## src/design/wch_pkg.sv

```systemverilog
`default_nettype none
package wch_pkg;
	// ==========================================================
	// coherency connection states
	typedef enum logic [1:0] {
		WCH_DISABLED,
		WCH_CONNECT,
		WCH_ENABLED,
		WCH_DISCONNECT
	} wch_conn_e;

	// ==========================================================
	// transaction opcode classes on the request side
	localparam logic [3:0] WCH_OP_NONSHARE = 4'h0;
	localparam logic [3:0] WCH_OP_READONCE = 4'h1;
	localparam logic [3:0] WCH_OP_WRUNIQUE = 4'h2;
	localparam logic [3:0] WCH_OP_CLNSHARED = 4'h3;
	localparam logic [3:0] WCH_OP_CLNSHPERS = 4'h4;
	localparam logic [3:0] WCH_OP_CLNINVAL = 4'h5;
	localparam logic [3:0] WCH_OP_MKINVAL = 4'h6;
	localparam logic [3:0] WCH_OP_RDUNIQUE = 4'h8;
	localparam logic [3:0] WCH_OP_RDCLEAN = 4'h9;
	localparam logic [3:0] WCH_OP_RDNSD = 4'ha;
	localparam logic [3:0] WCH_OP_RDSHARED = 4'hb;
	localparam logic [3:0] WCH_OP_CLNUNIQUE = 4'hc;
	localparam logic [3:0] WCH_OP_MKUNIQUE = 4'hd;

	// ==========================================================
	// reset values and timing
	localparam logic WCH_AWAKEUP_RST = 1'b0;
	localparam logic WCH_COREQ_RST = 1'b0;
	localparam logic [1:0] WCH_SYNC_RST = 2'h0;
	localparam int WCH_WAKE_LEAD_CYC = 1;
	localparam logic [4:0] WCH_CRRESP_INVALID = 5'h00;

	// ==========================================================
	// request from the user side
	typedef struct packed {
		logic valid;
		logic is_read;
		logic [3:0] op;
	} wch_req_s;

	// snoop answer toward the link
	typedef struct packed {
		logic valid;
		logic [4:0] resp;
	} wch_snp_s;

	function automatic logic wch_is_alloc(input logic [3:0] op);
		wch_is_alloc = op[3] && (op <= WCH_OP_MKUNIQUE);
	endfunction
endpackage
`default_nettype wire

```

## src/design/wch_ctrl.sv

```systemverilog
`default_nettype none
// Contract
// - wake-up output is a plain flip-flop, glitch free.
// - raise wake-up when a request is pending, one cycle before valid (here two cycles before).
// - keep wake-up high until address handshake of the request.
// - keep wake-up high through a connect or disconnect transition.
// - after snoop handshake stay active until snoop completes.
// - wake-up without traffic is legal but avoided; drop when idle.
// - a master lacking wake-up: tie high or derive from valids.
// - coherency request low under reset.
// - only the master starts connect or disconnect.
// - change coherency request only when acknowledge matches it.
// - answer snoops from request rise until acknowledge low.
// - no allocating reads or upgrades before acknowledge high.
// - on disconnect hold no lines; snoops afterwards answer invalid.
// - disconnected: only non-allocating shareable or non-shareable.
// - request and acknowledge exist together, no tie-off.
module wch_ctrl
	import wch_pkg::*;
(
	input wire logic ref_clk,
	input wire logic rst_n,
	input wire wch_req_s user_req,
	output logic user_req_ready,
	input wire logic user_coh_want,
	input wire logic user_cache_empty,
	output logic user_coh_enabled,
	output logic user_snp_req,
	output logic user_active,
	input wire logic [4:0] user_snp_resp,
	input wire logic user_snp_resp_valid,
	output logic [3:0] ax_op,
	output logic ar_valid,
	input wire logic ar_ready,
	output logic aw_valid,
	input wire logic aw_ready,
	output logic awakeup,
	input wire logic acwakeup,
	input wire logic ac_valid,
	output logic ac_ready,
	output wch_snp_s cr_out,
	input wire logic cr_ready,
	output logic syscoreq,
	input wire logic syscoack
);

	// ==========================================================
	// acknowledge and snoop wake-up synchronisers
	logic [2:0] ack_sync_ff, nxt_ack_sync;
	logic [2:0] acw_sync_ff, nxt_acw_sync;
	logic ack_seen;
	logic acw_seen;

	always_comb begin
		nxt_ack_sync = {ack_sync_ff[1:0], syscoack};
		nxt_acw_sync = {acw_sync_ff[1:0], acwakeup};
	end

	always_ff @(posedge ref_clk or negedge rst_n) begin
		if (!rst_n) begin
			ack_sync_ff <= 3'h0;
			acw_sync_ff <= 3'h0;
		end else begin
			ack_sync_ff <= nxt_ack_sync;
			acw_sync_ff <= nxt_acw_sync;
		end
	end

	// a change counts once stages two and three agree
	logic ack_lvl_ff, nxt_ack_lvl;
	logic acw_lvl_ff, nxt_acw_lvl;

	always_comb begin
		nxt_ack_lvl = ack_lvl_ff;
		nxt_acw_lvl = acw_lvl_ff;
		if (ack_sync_ff[1] == ack_sync_ff[2])
			nxt_ack_lvl = ack_sync_ff[2];
		if (acw_sync_ff[1] == acw_sync_ff[2])
			nxt_acw_lvl = acw_sync_ff[2];
	end

	always_ff @(posedge ref_clk or negedge rst_n) begin
		if (!rst_n) begin
			ack_lvl_ff <= 1'b0;
			acw_lvl_ff <= 1'b0;
		end else begin
			ack_lvl_ff <= nxt_ack_lvl;
			acw_lvl_ff <= nxt_acw_lvl;
		end
	end

	assign ack_seen = ack_lvl_ff;
	assign acw_seen = acw_lvl_ff;

	// ==========================================================
	// coherency connection state
	wch_conn_e conn_ff, nxt_conn;
	logic coreq_ff, nxt_coreq;
	logic coh_en_ff, nxt_coh_en;
	logic snp_pend_ff, nxt_snp_pend;

	always_comb begin
		nxt_conn = conn_ff;
		nxt_coreq = coreq_ff;
		case (conn_ff)
			WCH_DISABLED: begin
				// only move once the acknowledge matches
				if (user_coh_want && !ack_seen) begin
					nxt_coreq = 1'b1;
					nxt_conn = WCH_CONNECT;
				end
			end
			WCH_CONNECT: begin
				if (ack_seen)
					nxt_conn = WCH_ENABLED;
			end
			WCH_ENABLED: begin
				// lines must be flushed before letting go
				if (!user_coh_want && user_cache_empty && ack_seen &&
				    !snp_pend_ff) begin
					nxt_coreq = 1'b0;
					nxt_conn = WCH_DISCONNECT;
				end
			end
			WCH_DISCONNECT: begin
				if (!ack_seen)
					nxt_conn = WCH_DISABLED;
			end
			default: begin
				nxt_conn = WCH_DISABLED;
				nxt_coreq = WCH_COREQ_RST;
			end
		endcase
		nxt_coh_en = (nxt_conn == WCH_ENABLED);
	end

	always_ff @(posedge ref_clk or negedge rst_n) begin
		if (!rst_n) begin
			conn_ff <= WCH_DISABLED;
			coreq_ff <= WCH_COREQ_RST;
			coh_en_ff <= 1'b0;
		end else begin
			conn_ff <= nxt_conn;
			coreq_ff <= nxt_coreq;
			coh_en_ff <= nxt_coh_en;
		end
	end

	// ==========================================================
	// request issue with allocation gating
	logic arv_ff, nxt_arv;
	logic awv_ff, nxt_awv;
	logic [3:0] op_ff, nxt_op;
	logic rdy_ff, nxt_rdy;
	logic wake_ff, nxt_wake;
	logic lead_ff, nxt_lead;
	logic req_ok;
	logic busy;

	always_comb begin
		// allocating ops wait for an enabled connection
		req_ok = !wch_is_alloc(user_req.op) || coh_en_ff;
		busy = arv_ff || awv_ff;
		nxt_arv = arv_ff;
		nxt_awv = awv_ff;
		nxt_op = op_ff;
		nxt_lead = 1'b0;
		if (arv_ff && ar_ready)
			nxt_arv = 1'b0;
		if (awv_ff && aw_ready)
			nxt_awv = 1'b0;
		// valid two cycles after wake-up goes high
		if (!busy && user_req.valid && req_ok && wake_ff && lead_ff) begin
			nxt_arv = user_req.is_read;
			nxt_awv = !user_req.is_read;
			nxt_op = user_req.op;
		end else if (!busy && user_req.valid && req_ok) begin
			nxt_lead = wake_ff;
		end
		// ready pulses in the very cycle the valid is launched
		// tying it to an idle channel would never let it fire
		nxt_rdy = !busy && user_req.valid && req_ok && wake_ff && lead_ff;
		// held through a pending valid and any coherency transition
		nxt_wake = (user_req.valid && req_ok) ||
		           (nxt_arv || nxt_awv) ||
		           (coreq_ff != ack_seen) ||
		           (nxt_coreq != coreq_ff);
	end

	always_ff @(posedge ref_clk or negedge rst_n) begin
		if (!rst_n) begin
			arv_ff <= 1'b0;
			awv_ff <= 1'b0;
			op_ff <= WCH_OP_NONSHARE;
			rdy_ff <= 1'b0;
			wake_ff <= WCH_AWAKEUP_RST;
			lead_ff <= 1'b0;
		end else begin
			arv_ff <= nxt_arv;
			awv_ff <= nxt_awv;
			op_ff <= nxt_op;
			rdy_ff <= nxt_rdy;
			wake_ff <= nxt_wake;
			lead_ff <= nxt_lead;
		end
	end

	// ==========================================================
	// snoop channel
	logic acr_ff, nxt_acr;
	logic usnp_ff, nxt_usnp;
	logic crv_ff, nxt_crv;
	logic [4:0] crr_ff, nxt_crr;
	logic act_ff, nxt_act;
	logic answer_snp;

	always_comb begin
		// connect through disconnect keeps snoop service alive
		answer_snp = (conn_ff != WCH_DISABLED);
		nxt_acr = 1'b0;
		nxt_usnp = 1'b0;
		nxt_snp_pend = snp_pend_ff;
		nxt_crv = crv_ff;
		nxt_crr = crr_ff;
		if (crv_ff && cr_ready) begin
			nxt_crv = 1'b0;
			nxt_snp_pend = 1'b0;
		end
		if (!snp_pend_ff && ac_valid && !acr_ff) begin
			nxt_acr = 1'b1;
		end
		if (acr_ff && ac_valid) begin
			nxt_snp_pend = 1'b1;
			if (answer_snp && coreq_ff) begin
				nxt_usnp = 1'b1;
			end else begin
				// no lines held after request drop
				nxt_crv = 1'b1;
				nxt_crr = WCH_CRRESP_INVALID;
			end
		end
		if (user_snp_resp_valid && snp_pend_ff && !crv_ff) begin
			nxt_crv = 1'b1;
			nxt_crr = coreq_ff ? user_snp_resp : WCH_CRRESP_INVALID;
		end
		// clocks stay requested while a snoop is in flight
		nxt_act = nxt_snp_pend || acw_seen || nxt_wake;
	end

	always_ff @(posedge ref_clk or negedge rst_n) begin
		if (!rst_n) begin
			acr_ff <= 1'b0;
			usnp_ff <= 1'b0;
			snp_pend_ff <= 1'b0;
			crv_ff <= 1'b0;
			crr_ff <= WCH_CRRESP_INVALID;
			act_ff <= 1'b0;
		end else begin
			acr_ff <= nxt_acr;
			usnp_ff <= nxt_usnp;
			snp_pend_ff <= nxt_snp_pend;
			crv_ff <= nxt_crv;
			crr_ff <= nxt_crr;
			act_ff <= nxt_act;
		end
	end

	// ==========================================================
	// outputs, all from flops
	// a real wake-up output exists, so the far side never ties it high
	// the price: two cycles of lead before each valid
	assign awakeup = wake_ff;
	// request leaves with its acknowledge always present beside it
	// no tie-off exists, so both wires are real ports here
	assign syscoreq = coreq_ff;
	// snoop answer and ready also only from flops
	// the far side may sample them from another clock
	// so nothing combinational reaches the pins
	assign ar_valid = arv_ff;
	assign aw_valid = awv_ff;
	assign ax_op = op_ff;
	assign user_req_ready = rdy_ff;
	assign user_coh_enabled = coh_en_ff;
	assign ac_ready = acr_ff;
	assign user_snp_req = usnp_ff;
	assign user_active = act_ff;
	assign cr_out.valid = crv_ff;
	assign cr_out.resp = crr_ff;

endmodule // wch_ctrl
`default_nettype wire

```

## config.mk

```make
export PLATFORM = sky130hd
export DESIGN_NAME = wch_ctrl
export DESIGN_NICKNAME = d
export VERILOG_FILES = /design/src/design/wch_pkg.sv /design/src/design/wch_ctrl.sv
export SDC_FILE = /design/constraint.sdc
export NUM_CORES = 1
export LEC_CHECK = 0
export BUFFER_PORTS_ARGS = -buffer_cell sky130_fd_sc_hd__buf_4
export CAP_MARGIN = 5
export CELL_PAD_IN_SITES_DETAIL_PLACEMENT = 1
export CELL_PAD_IN_SITES_GLOBAL_PLACEMENT = 1
export CORE_AREA = 2 2 60 62
export DETAILED_ROUTE_END_ITERATION = 16
export DIE_AREA = 0 0 62 64
export HOLD_SLACK_MARGIN = 0.05
export MAX_ROUTING_LAYER = met4
export PLACE_DENSITY_LB_ADDON = 0.1
export SLEW_MARGIN = 5
export SYNTH_ARGS = -nofsm -noshare
export SYNTH_HDL_FRONTEND = slang
export SYNTH_SLANG_ARGS = --single-unit
```

## constraint.sdc

```tcl
create_clock -name ref_clk -period 1.6 [get_ports ref_clk]
set_clock_uncertainty 0.2 [all_clocks]
set_input_delay 0.24 -clock ref_clk [delete_from_list [all_inputs] [get_ports ref_clk]]
set_output_delay 0.24 -clock ref_clk [all_outputs]
set_load 0.01 [all_outputs]
```

-- Word level (Yosys, flattened, before mapping)
Index checks and enable logic that the tools add are counted.
- bits of input ports: 22
- register bits: 31
- logic and storage cells: 95
- output and inout port bits: 19
- reductions and logical operators: 39
- mux-type cells: 27
- equal/unequal tests: 9
- order comparisons: 1
- operators by type and width (cell ; count):
    $mux W5 ; 4
    $logic_and A1 B1 Y1 ; 19
    $mux W1 ; 17
    $logic_not A1 Y1 ; 8
    $logic_or A1 B1 Y1 ; 8
    $mux W2 ; 4
    $pmux W2 S4 ; 1
    $eq A2 B2 Y1 const B ; 3
    $le A4 B4 Y1 const B ; 1
    $reduce_bool A2 Y1 ; 2
    $eq A1 B1 Y1 ; 2
    $eq A2 B1 Y1 const B ; 1
    $logic_not A2 Y1 ; 1
    $ne A1 B1 Y1 ; 2
    $ne A2 B1 Y1 const B ; 1
    $pmux W1 S2 ; 1
    $reduce_and A2 Y1 ; 1

-- Logic depth before layout (Yosys ltp)
Gate-level depths: netlist of run 1.
- depth after elaboration: 13
- gate-level depth with buffers: 4
- mapped depth without buffers: 3

-- Worst setup path after synthesis of run 1
Ideal clock, no wire load.
- kind: reg-to-reg
- start: register coh_en_ff, in the netlist user_coh_enabled
- end: register op_ff[0], in the netlist ax_op[0]
- period minus slack after synthesis: 1.538 ns
- slack: 0.062 ns
- buffers on the path: 0
- data required time: 1.275 ns
- arrival: 1.214 ns
- library setup time: 0.125 ns
- stages on the path, launching flop included: 4
- cells stage by stage: dfrtp_1 nand2b_1 o2111ai_4 mux2_2
- word-level cells in the longest chain between the ends: 4
- RTL lines (item ; line ; RTL):
    start: declaration ; wch_ctrl.sv:99 ; logic coh_en_ff, nxt_coh_en;
    start signal: assignment ; wch_ctrl.sv:145 ; coh_en_ff <= nxt_coh_en;
    $logic_or A1 B1 Y1 ; wch_ctrl.sv:162 ; req_ok = !wch_is_alloc(user_req.op) || coh_en_ff;
    $logic_and A1 B1 Y1 (3 in a row) ; wch_ctrl.sv:173 ; if (!busy && user_req.valid && req_ok && wake_ff && lead_ff) begin
    end signal: assignment ; wch_ctrl.sv:201 ; op_ff <= nxt_op;
    end: declaration ; wch_ctrl.sv:153 ; logic [3:0] op_ff, nxt_op;
No other way between the ends.
A chain may end at the register's enable or synchronous reset.

-- Worst setup path in the final report of run 1
- start: register arv_ff, in the netlist ar_valid
- end: register op_ff[1], in the netlist ax_op[1]
- word-level cells in the longest chain between the ends: 6
- RTL lines (item ; line ; RTL):
    start: declaration ; wch_ctrl.sv:151 ; logic arv_ff, nxt_arv;
    start signal: assignment ; wch_ctrl.sv:199 ; arv_ff <= nxt_arv;
    $logic_or A1 B1 Y1 ; wch_ctrl.sv:163 ; busy = arv_ff || awv_ff;
    $logic_not A1 Y1 ; wch_ctrl.sv:173 ;
    $logic_and A1 B1 Y1 (4 in a row) ; wch_ctrl.sv:173 ;
No other way between the ends.

==> reports/metrics.csv, run 1 <==
stage;metric;value;unit
yosys;yosysWarnings;0;
layout;final_cell_mix;45 x buf_4, 30 x dfrtp_1, 18 x dlygate4sd3_1;
layout;drive_above_1_share;39.7;%
route;wl_met3;148;µm
global_route;antenna_found_initial;0;
placement;hpwl;2000;µm
pwr;power.total;2.55;mW
global_route;grt_pass1_vias;992;
route;wl_per_cell;14.5;µm
min_path;min_path_cells;4;
cts;cts_buffers;5;
route;wl_met2;1530;µm
sta;fin_crit;1560;ps
setup_path;max_stage_delay;430;ps
route;first_pass_iters;2;
cts;postCtsSetupBuffers;0;
route;vias;975;
global_route;grt_pass1_wl;4560;µm
placement;place_inst;176;
setup_path;criticalPathCategory;flip-flop to flip-flop;
cts;htreeDepth;2;
yosys;yosysSeqAreaShare;62.9;%
setup_path;cp-start-kind;flip-flop;
outcome;outcome;finished clean;
setup_path;r2r_start;ar_valid$_DFF_PN0_;
layout;antenna_cells;0;
floorplan;core_area;0.00328;mm²
floorplan;rows;21;
setup_path;slowest_stage;dfrtp_1;
cts;cts_max_path_buffers;2;
layout;fin_nets;177;
pwr;power.density;1370;mW/mm²
setup_path;cp.arrival;1570;ps
floorplan;start_util;37.6;%
yosys;avgSynthCellArea;13.7;µm²
cts;cts_tree;done;
placement;gp_congestion;0.724;
placement;dp_slack;17.5;ps
yosys;synth_fp_nets;112;
route;top_layer;met4;
setup_path;critPathRequiredTime;1620;ps
min_path;hold_start;user_coh_want;
floorplan;fp.dieW;62;µm
sta;grt_setup_unrepaired;yes;
sta;finalSetupViolCount;0;
setup_path;path_buf_inv;0;
floorplan;die_area;0.00397;mm²
route;wl_met1;1160;µm
floorplan;pin_count;41;
setup_path;path_delay_family;flip-flops;
yosys;ys_ff_latch;31;
route;drt_iter0_markers;8;
floorplan;die_h;64;µm
min_path;worstHoldPathType;primary input to flip-flop;
cts;clkLatencyLatePin;330;ps
cts;clkTransAtPathRegs;90;ps
setup_path;crit_chain;nor3b_4 -> o2111ai_4 -> mux2_4;
layout;finalNonFillerCells;202;
global_route;gr-usage-all-layers;17.0;%
sta;hold_ws;119;ps
yosys;synth_cell_types;33;
setup_path;r2r_setup_slack;40;ps
route;ant_nets;0;
cts;cts_root_buf;clkbuf_4;
cts;tritoncts_num_sinks;31;
job;drv_cap;0;
setup_path;cp_max_fo;7;
placement;portBuffers;40;
sta;finalMaxSlewViolations;0;
yosys;synthCells;90;
pwr;leakage;0.868;nW
setup_path;critPathLaunch;ar_valid$_DFF_PN0_;
min_path;holdPathEnd;conn_ff[0]$_DFF_PN0_;
sta;layout_setup_ws;40.3;ps
route;drt_wl_total;2920;µm
sta;period_share;97.5;%
setup_path;rr_endpoint;ax_op[1]$_DFFE_PN0P_;
sta;hold_viol;0;
pwr;peakVddDrop;717;µV
setup_path;cp-end-kind;flip-flop;
route;drc;0;
global_route;grt_max_degree;32;
layout;final_common_cell;buf_4;
sta;fmax;641;MHz
setup_path;r2r_cells;3;
route;vias_per_cell;4.83;
yosys;synthesis.area;0.00123;mm²
sta;timing.slew.headroom;73.7;%
global_route;overflow;0;
layout;syn2layout_area_growth;50.2;%
sta;tightest_slew;389;ps
[registers in the layout (all words and copies together) (netlist names)]
| register | flops |
|---|---|
| awakeup | 1 |
| ack_sync_ff | 3 |
| user_coh_enabled | 1 |
| ack_lvl_ff | 1 |
| snp_pend_ff | 1 |
| ac_ready | 1 |
| acw_sync_ff | 3 |
| user_snp_req | 1 |
| conn_ff | 2 |
| user_req_ready | 1 |
| crv_ff | 1 |
| lead_ff | 1 |
| aw_valid | 1 |
| crr_ff | 5 |
| ar_valid | 1 |
| user_active | 1 |
| syscoreq | 1 |
| ax_op | 4 |
| acw_lvl_ff | 1 |
[area by class of cell]
class / instances / area (µm²)
timing repair buffer: 63 / 518
inverter: 4 / 15.0
fill: 329 / 1430
clock inverter: 1 / 5.00
sequential: 31 / 777
tap: 46 / 57.6
multi-input combinational: 50 / 435
clock buffer: 7 / 45.0
[how the worst max path moves through the flow]
stage,endpoint,slack (ps),cells past startpoint
finish,ax_op[1]$_DFFE_PN0P_,40,3
global route,ax_op[1]$_DFFE_PN0P_,-20,3
global placement,ax_op[0]$_DFFE_PN0P_,60,3
detailed placement,ax_op[1]$_DFFE_PN0P_,20,3
floorplan,ax_op[0]$_DFFE_PN0P_,60,3
CTS,ax_op[1]$_DFFE_PN0P_,5,3
[through the flow]
step                cell area, µm²  TNS, ps  util [%]
floorplan                     1230        0         -
global placement              1600        0      48.8
detailed placement            1600        0      48.8
CTS                           1830        0      55.8
global route                  1850    -57.3      56.4
finish                        1850        0      56.4
[cells in the mapped netlist]
cell,number,area share (%)
a31oi_2,1,1.0
xor2_1,2,1.4
buf_2,3,1.2
a22o_1,1,0.71
a221oi_1,1,0.71
nor3b_4,1,1.5
inv_1,4,1.2
nand2b_1,3,1.5
o2bb2ai_1,2,1.4
o21ai_1,1,0.41
nand3_1,1,0.41
o21bai_1,1,0.61
and3b_1,1,0.71
buf_4,1,0.61
a2111oi_2,1,1.2
nand4b_1,1,0.71
nor2_1,3,0.91
nand2_1,4,1.2
dfrtp_1,31,63
nand4_1,1,0.51
mux2_2,4,3.7
clkbuf_1,1,0.30
nor2b_1,2,1.0
nand3b_1,1,0.61
nor4b_1,1,0.71
o21ai_0,3,1.2
o2111ai_4,1,2.1
and2_1,1,0.51
a32o_1,5,4.1
maj3_1,2,1.6
nor3b_1,3,1.8
and4bb_2,1,1.0
nor3_1,1,0.41
[report_power, final]
part / total, mW / leakage [nW] / internal (mW) / switching, mW
clock network: 0.416 / 0.0293 / 0.171 / 0.246
registers: 1.17 / 0.378 / 1.00 / 0.169
logic: 0.961 / 0.461 / 0.556 / 0.405
total: 2.55 / 0.868 / 1.73 / 0.820
[tightest hold or removal path, delay by kind of cell]
family	cells	cell delay, ps
buf+inv	1	90
simple gates	3	270
[repair_timing]
item                                    in CTS  in global routing
endpoints found under the setup margin       0                  5
hold buffers                                18                  0
hold endpoints to repair                    50                  0
gates resized for setup                      0                  5
[metal layers]
| metal | track usage (%) | up-vias |
|---|---|---|
| met2 | 26.8 | 30 |
| met1 | 19.6 | 483 |
| li1 | - | 454 |
| met5 | - | - |
| met3 | 4.25 | 8 |
| met4 | 8.78 | 0 |
[kinds of logic after synthesis]
family | after synthesis | share of synthesized area, %
flops | 31 | 62.9
simple gates | 25 | 13.6
compound gates | 17 | 13.5
buf+inv | 9 | 3.35
mux | 4 | 3.65
xor+xnor | 2 | 1.42
fa+ha+maj | 2 | 1.62
Note: power is estimated with default switching activity, not from simulation.
==> run 2, diff against run 1 <==
--- a/config.mk
+++ b/config.mk
@@ -17,2 +17,3 @@
 export PLACE_DENSITY_LB_ADDON = 0.1
+export SKIP_CTS_REPAIR_TIMING = 1
 export SLEW_MARGIN = 5
--- a/constraint.sdc
+++ b/constraint.sdc
@@ -4,2 +4,2 @@
 set_output_delay 0.24 -clock ref_clk [all_outputs]
-set_load 0.01 [all_outputs]
+set_load 0.02 [all_outputs]
==> run 2 against run 1 <==
Against the previous run:
- utilization shrank 0.23 points
- via count decreased by 0.51%
- cell count is the same
- global-route usage is 1.5 points lower
- die area is the same
- critical path type is now primary input to flip-flop
==> reports/metrics.csv, run 2 (same netlist as run 1, synthesis figures left out) <==
stage;metric;value;unit;change
floorplan;die_h;64;µm;unchanged
cts;cts_buffers;5;;unchanged
cts;tritoncts_num_sinks;31;;unchanged
pwr;power.total;2.64;mW;was 2.55 mW
setup_path;cp_max_fo;2;;was 7
floorplan;core_area;0.00328;mm²;unchanged
route;drc;0;;unchanged
route;vias_per_cell;4.80;;was 4.83
sta;timing.slew.headroom;73.6;%;was 73.7%
route;drt_iter0_markers;10;;was 8
cts;clkLatencyLatePin;320;ps;was 330 ps
layout;syn2layout_area_growth;49.6;%;was 50.2%
global_route;grt_pass1_vias;913;;was 992
layout;largest_reg_flops;5;;unchanged
layout;num-fill-cells;328;;was 329
global_route;overflow;0;;unchanged
route;vias;970;;was 975
layout;antenna_cells;0;;unchanged
cts;clkTransAtPathRegs;90;ps;about the same
layout;finalNonFillerCells;202;;unchanged
pwr;power.density;1430;mW/mm²;was 1370 mW/mm²
sta;tightest_slew;390;ps;was 389 ps
floorplan;fp.dieW;62;µm;unchanged
route;drt_wl_total;2860;µm;was 2920 µm
layout;fin_nets;177;;unchanged
setup_path;r2r_setup_slack;80;ps;was 40 ps
sta;fmax;658;MHz;was 641 MHz
setup_path;criticalPathCategory;primary input to flip-flop;;was flip-flop to flip-flop
sta;grt_setup_unrepaired;no;;was yes
cts;cts_max_path_buffers;2;;unchanged
floorplan;rows;21;;unchanged
layout;drive_above_1_share;39.7;%;unchanged
placement;portBuffers;40;;unchanged
global_route;grt_pass1_wl;4180;µm;was 4560 µm
setup_path;critPathLaunch;aw_ready;;was ar_valid$_DFF_PN0_
layout;multiInputGateArea;424;µm²;was 435 µm²
min_path;worstHoldPathType;primary input to flip-flop;;unchanged
sta;period_share;95.0;%;was 97.5%
setup_path;setup.worst_path.end;user_active$_DFF_PN0_;;was ax_op[1]$_DFFE_PN0P_
floorplan;pin_count;41;;unchanged
sta;hold_viol;0;;unchanged
global_route;antenna_found_initial;0;;unchanged
floorplan;die_area;0.00397;mm²;unchanged
layout;final_cell_mix;44 x buf_4, 30 x dfrtp_1, 18 x dlygate4sd3_1;;was 45 x buf_4, 30 x dfrtp_1, 18 x dlygate4sd3_1
job;drv_cap;0;;unchanged
cts;cts_tree;done;;unchanged
layout;final_common_cell;buf_4;;unchanged
setup_path;cp-start-kind;primary input;;was flip-flop
placement;gp_congestion;0.724;;unchanged
sta;hold_ws;128;ps;was 119 ps
floorplan;start_util;37.6;%;unchanged
route;wl_per_cell;14.2;µm;was 14.5 µm
outcome;outcome;finished clean;;unchanged
sta;finalSetupViolCount;0;;unchanged
placement;hpwl;2000;µm;unchanged
global_route;gr-usage-all-layers;15.6;%;was 17.0%
sta;finalMaxSlewViolations;0;;unchanged
cts;htreeDepth;2;;unchanged
route;first_pass_iters;3;;was 2
setup_path;critPathRequiredTime;1580;ps;was 1620 ps
layout;max_flop_register;crr_ff;;unchanged
layout;seqCellArea;777;µm²;unchanged
setup_path;cp-end-kind;flip-flop;;unchanged
layout;utilization;56.2;%;was 56.4%
route;ant_nets;0;;unchanged
placement;place_inst;176;;unchanged
pwr;leakage;0.855;nW;was 0.868 nW
sta;fin_setup_tns;0;ps;unchanged
setup_path;r2r_cells;3;;unchanged
cts;cts_root_buf;clkbuf_4;;unchanged
setup_path;r2r_start;ar_valid$_DFF_PN0_;;unchanged
setup_path;cp.arrival;1500;ps;was 1570 ps
pwr;peakVddDrop;753;µV;was 717 µV
global_route;grt_max_degree;32;;unchanged
sta;fin_crit;1520;ps;was 1560 ps
setup_path;rr_endpoint;ax_op[1]$_DFFE_PN0P_;;unchanged
==> run 2: cell count changes in the layout (fill, tap and decap cells not counted) <==
cell	delta
buf_4	-1
buf_6	+1
mux2_2	+3
mux2_4	-3
==> run 2: worst max-delay path, stage by stage <==
cell and delay, ps:
dlygate4sd3_1 530, buf_4 100, inv_1 50, a2111oi_2 420, nand4_1 150
==> run 2: cell type report <==
cell class | count | share of cell area (%)
clock buffers | 7 | 2.44
repair buffers | 63 | 28.3
well taps | 46 | 3.12
clock inverters | 1 | 0.271
inverters | 4 | 0.814
multi-input cells | 50 | 23.0
flip-flops and latches | 31 | 42.1
==> run 2: per-layer routing <==
layer | vias to the layer above | track usage, % | wire, µm | share of wire, %
met5 | - | - | 0 | 0
met3 | 5 | 4.25 | 166 | 5.8
li1 | 455 | - | - | -
met1 | 481 | 18.6 | 1140 | 40
met4 | 0 | 8.78 | 53 | 1.9
met2 | 29 | 23.2 | 1500 | 52
==> run 2: per-stage QoR <==
stage,setup slack (ps),cell area (µm²)
finish,79.6,1850
global route,20.4,1850
CTS,4.72,1650
detailed placement,17.5,1600
global placement,56.5,1600
floorplan,2.28,1230
==> run 2: how the worst min path moves through the flow <==
stage,start,endpoint,slack [ps],cells after the start
after floorplan,rst_n,ac_ready$_DFF_PN0_,-260,0
after global placement,rst_n,ax_op[3]$_DFFE_PN0P_,-7,1
after detailed placement,rst_n,ax_op[3]$_DFFE_PN0P_,-8,1
after CTS,rst_n,snp_pend_ff$_DFF_PN0_,-370,1
after global routing,user_coh_want,conn_ff[0]$_DFF_PN0_,110,4
final,user_coh_want,conn_ff[0]$_DFF_PN0_,130,4
==> run 2: power breakdown <==
group / total (mW) / internal (mW) / switching (mW)
Combinational: 1.07 / 0.541 / 0.527
Clock: 0.413 / 0.171 / 0.242
Sequential: 1.16 / 0.999 / 0.164
Total: 2.64 / 1.71 / 0.933
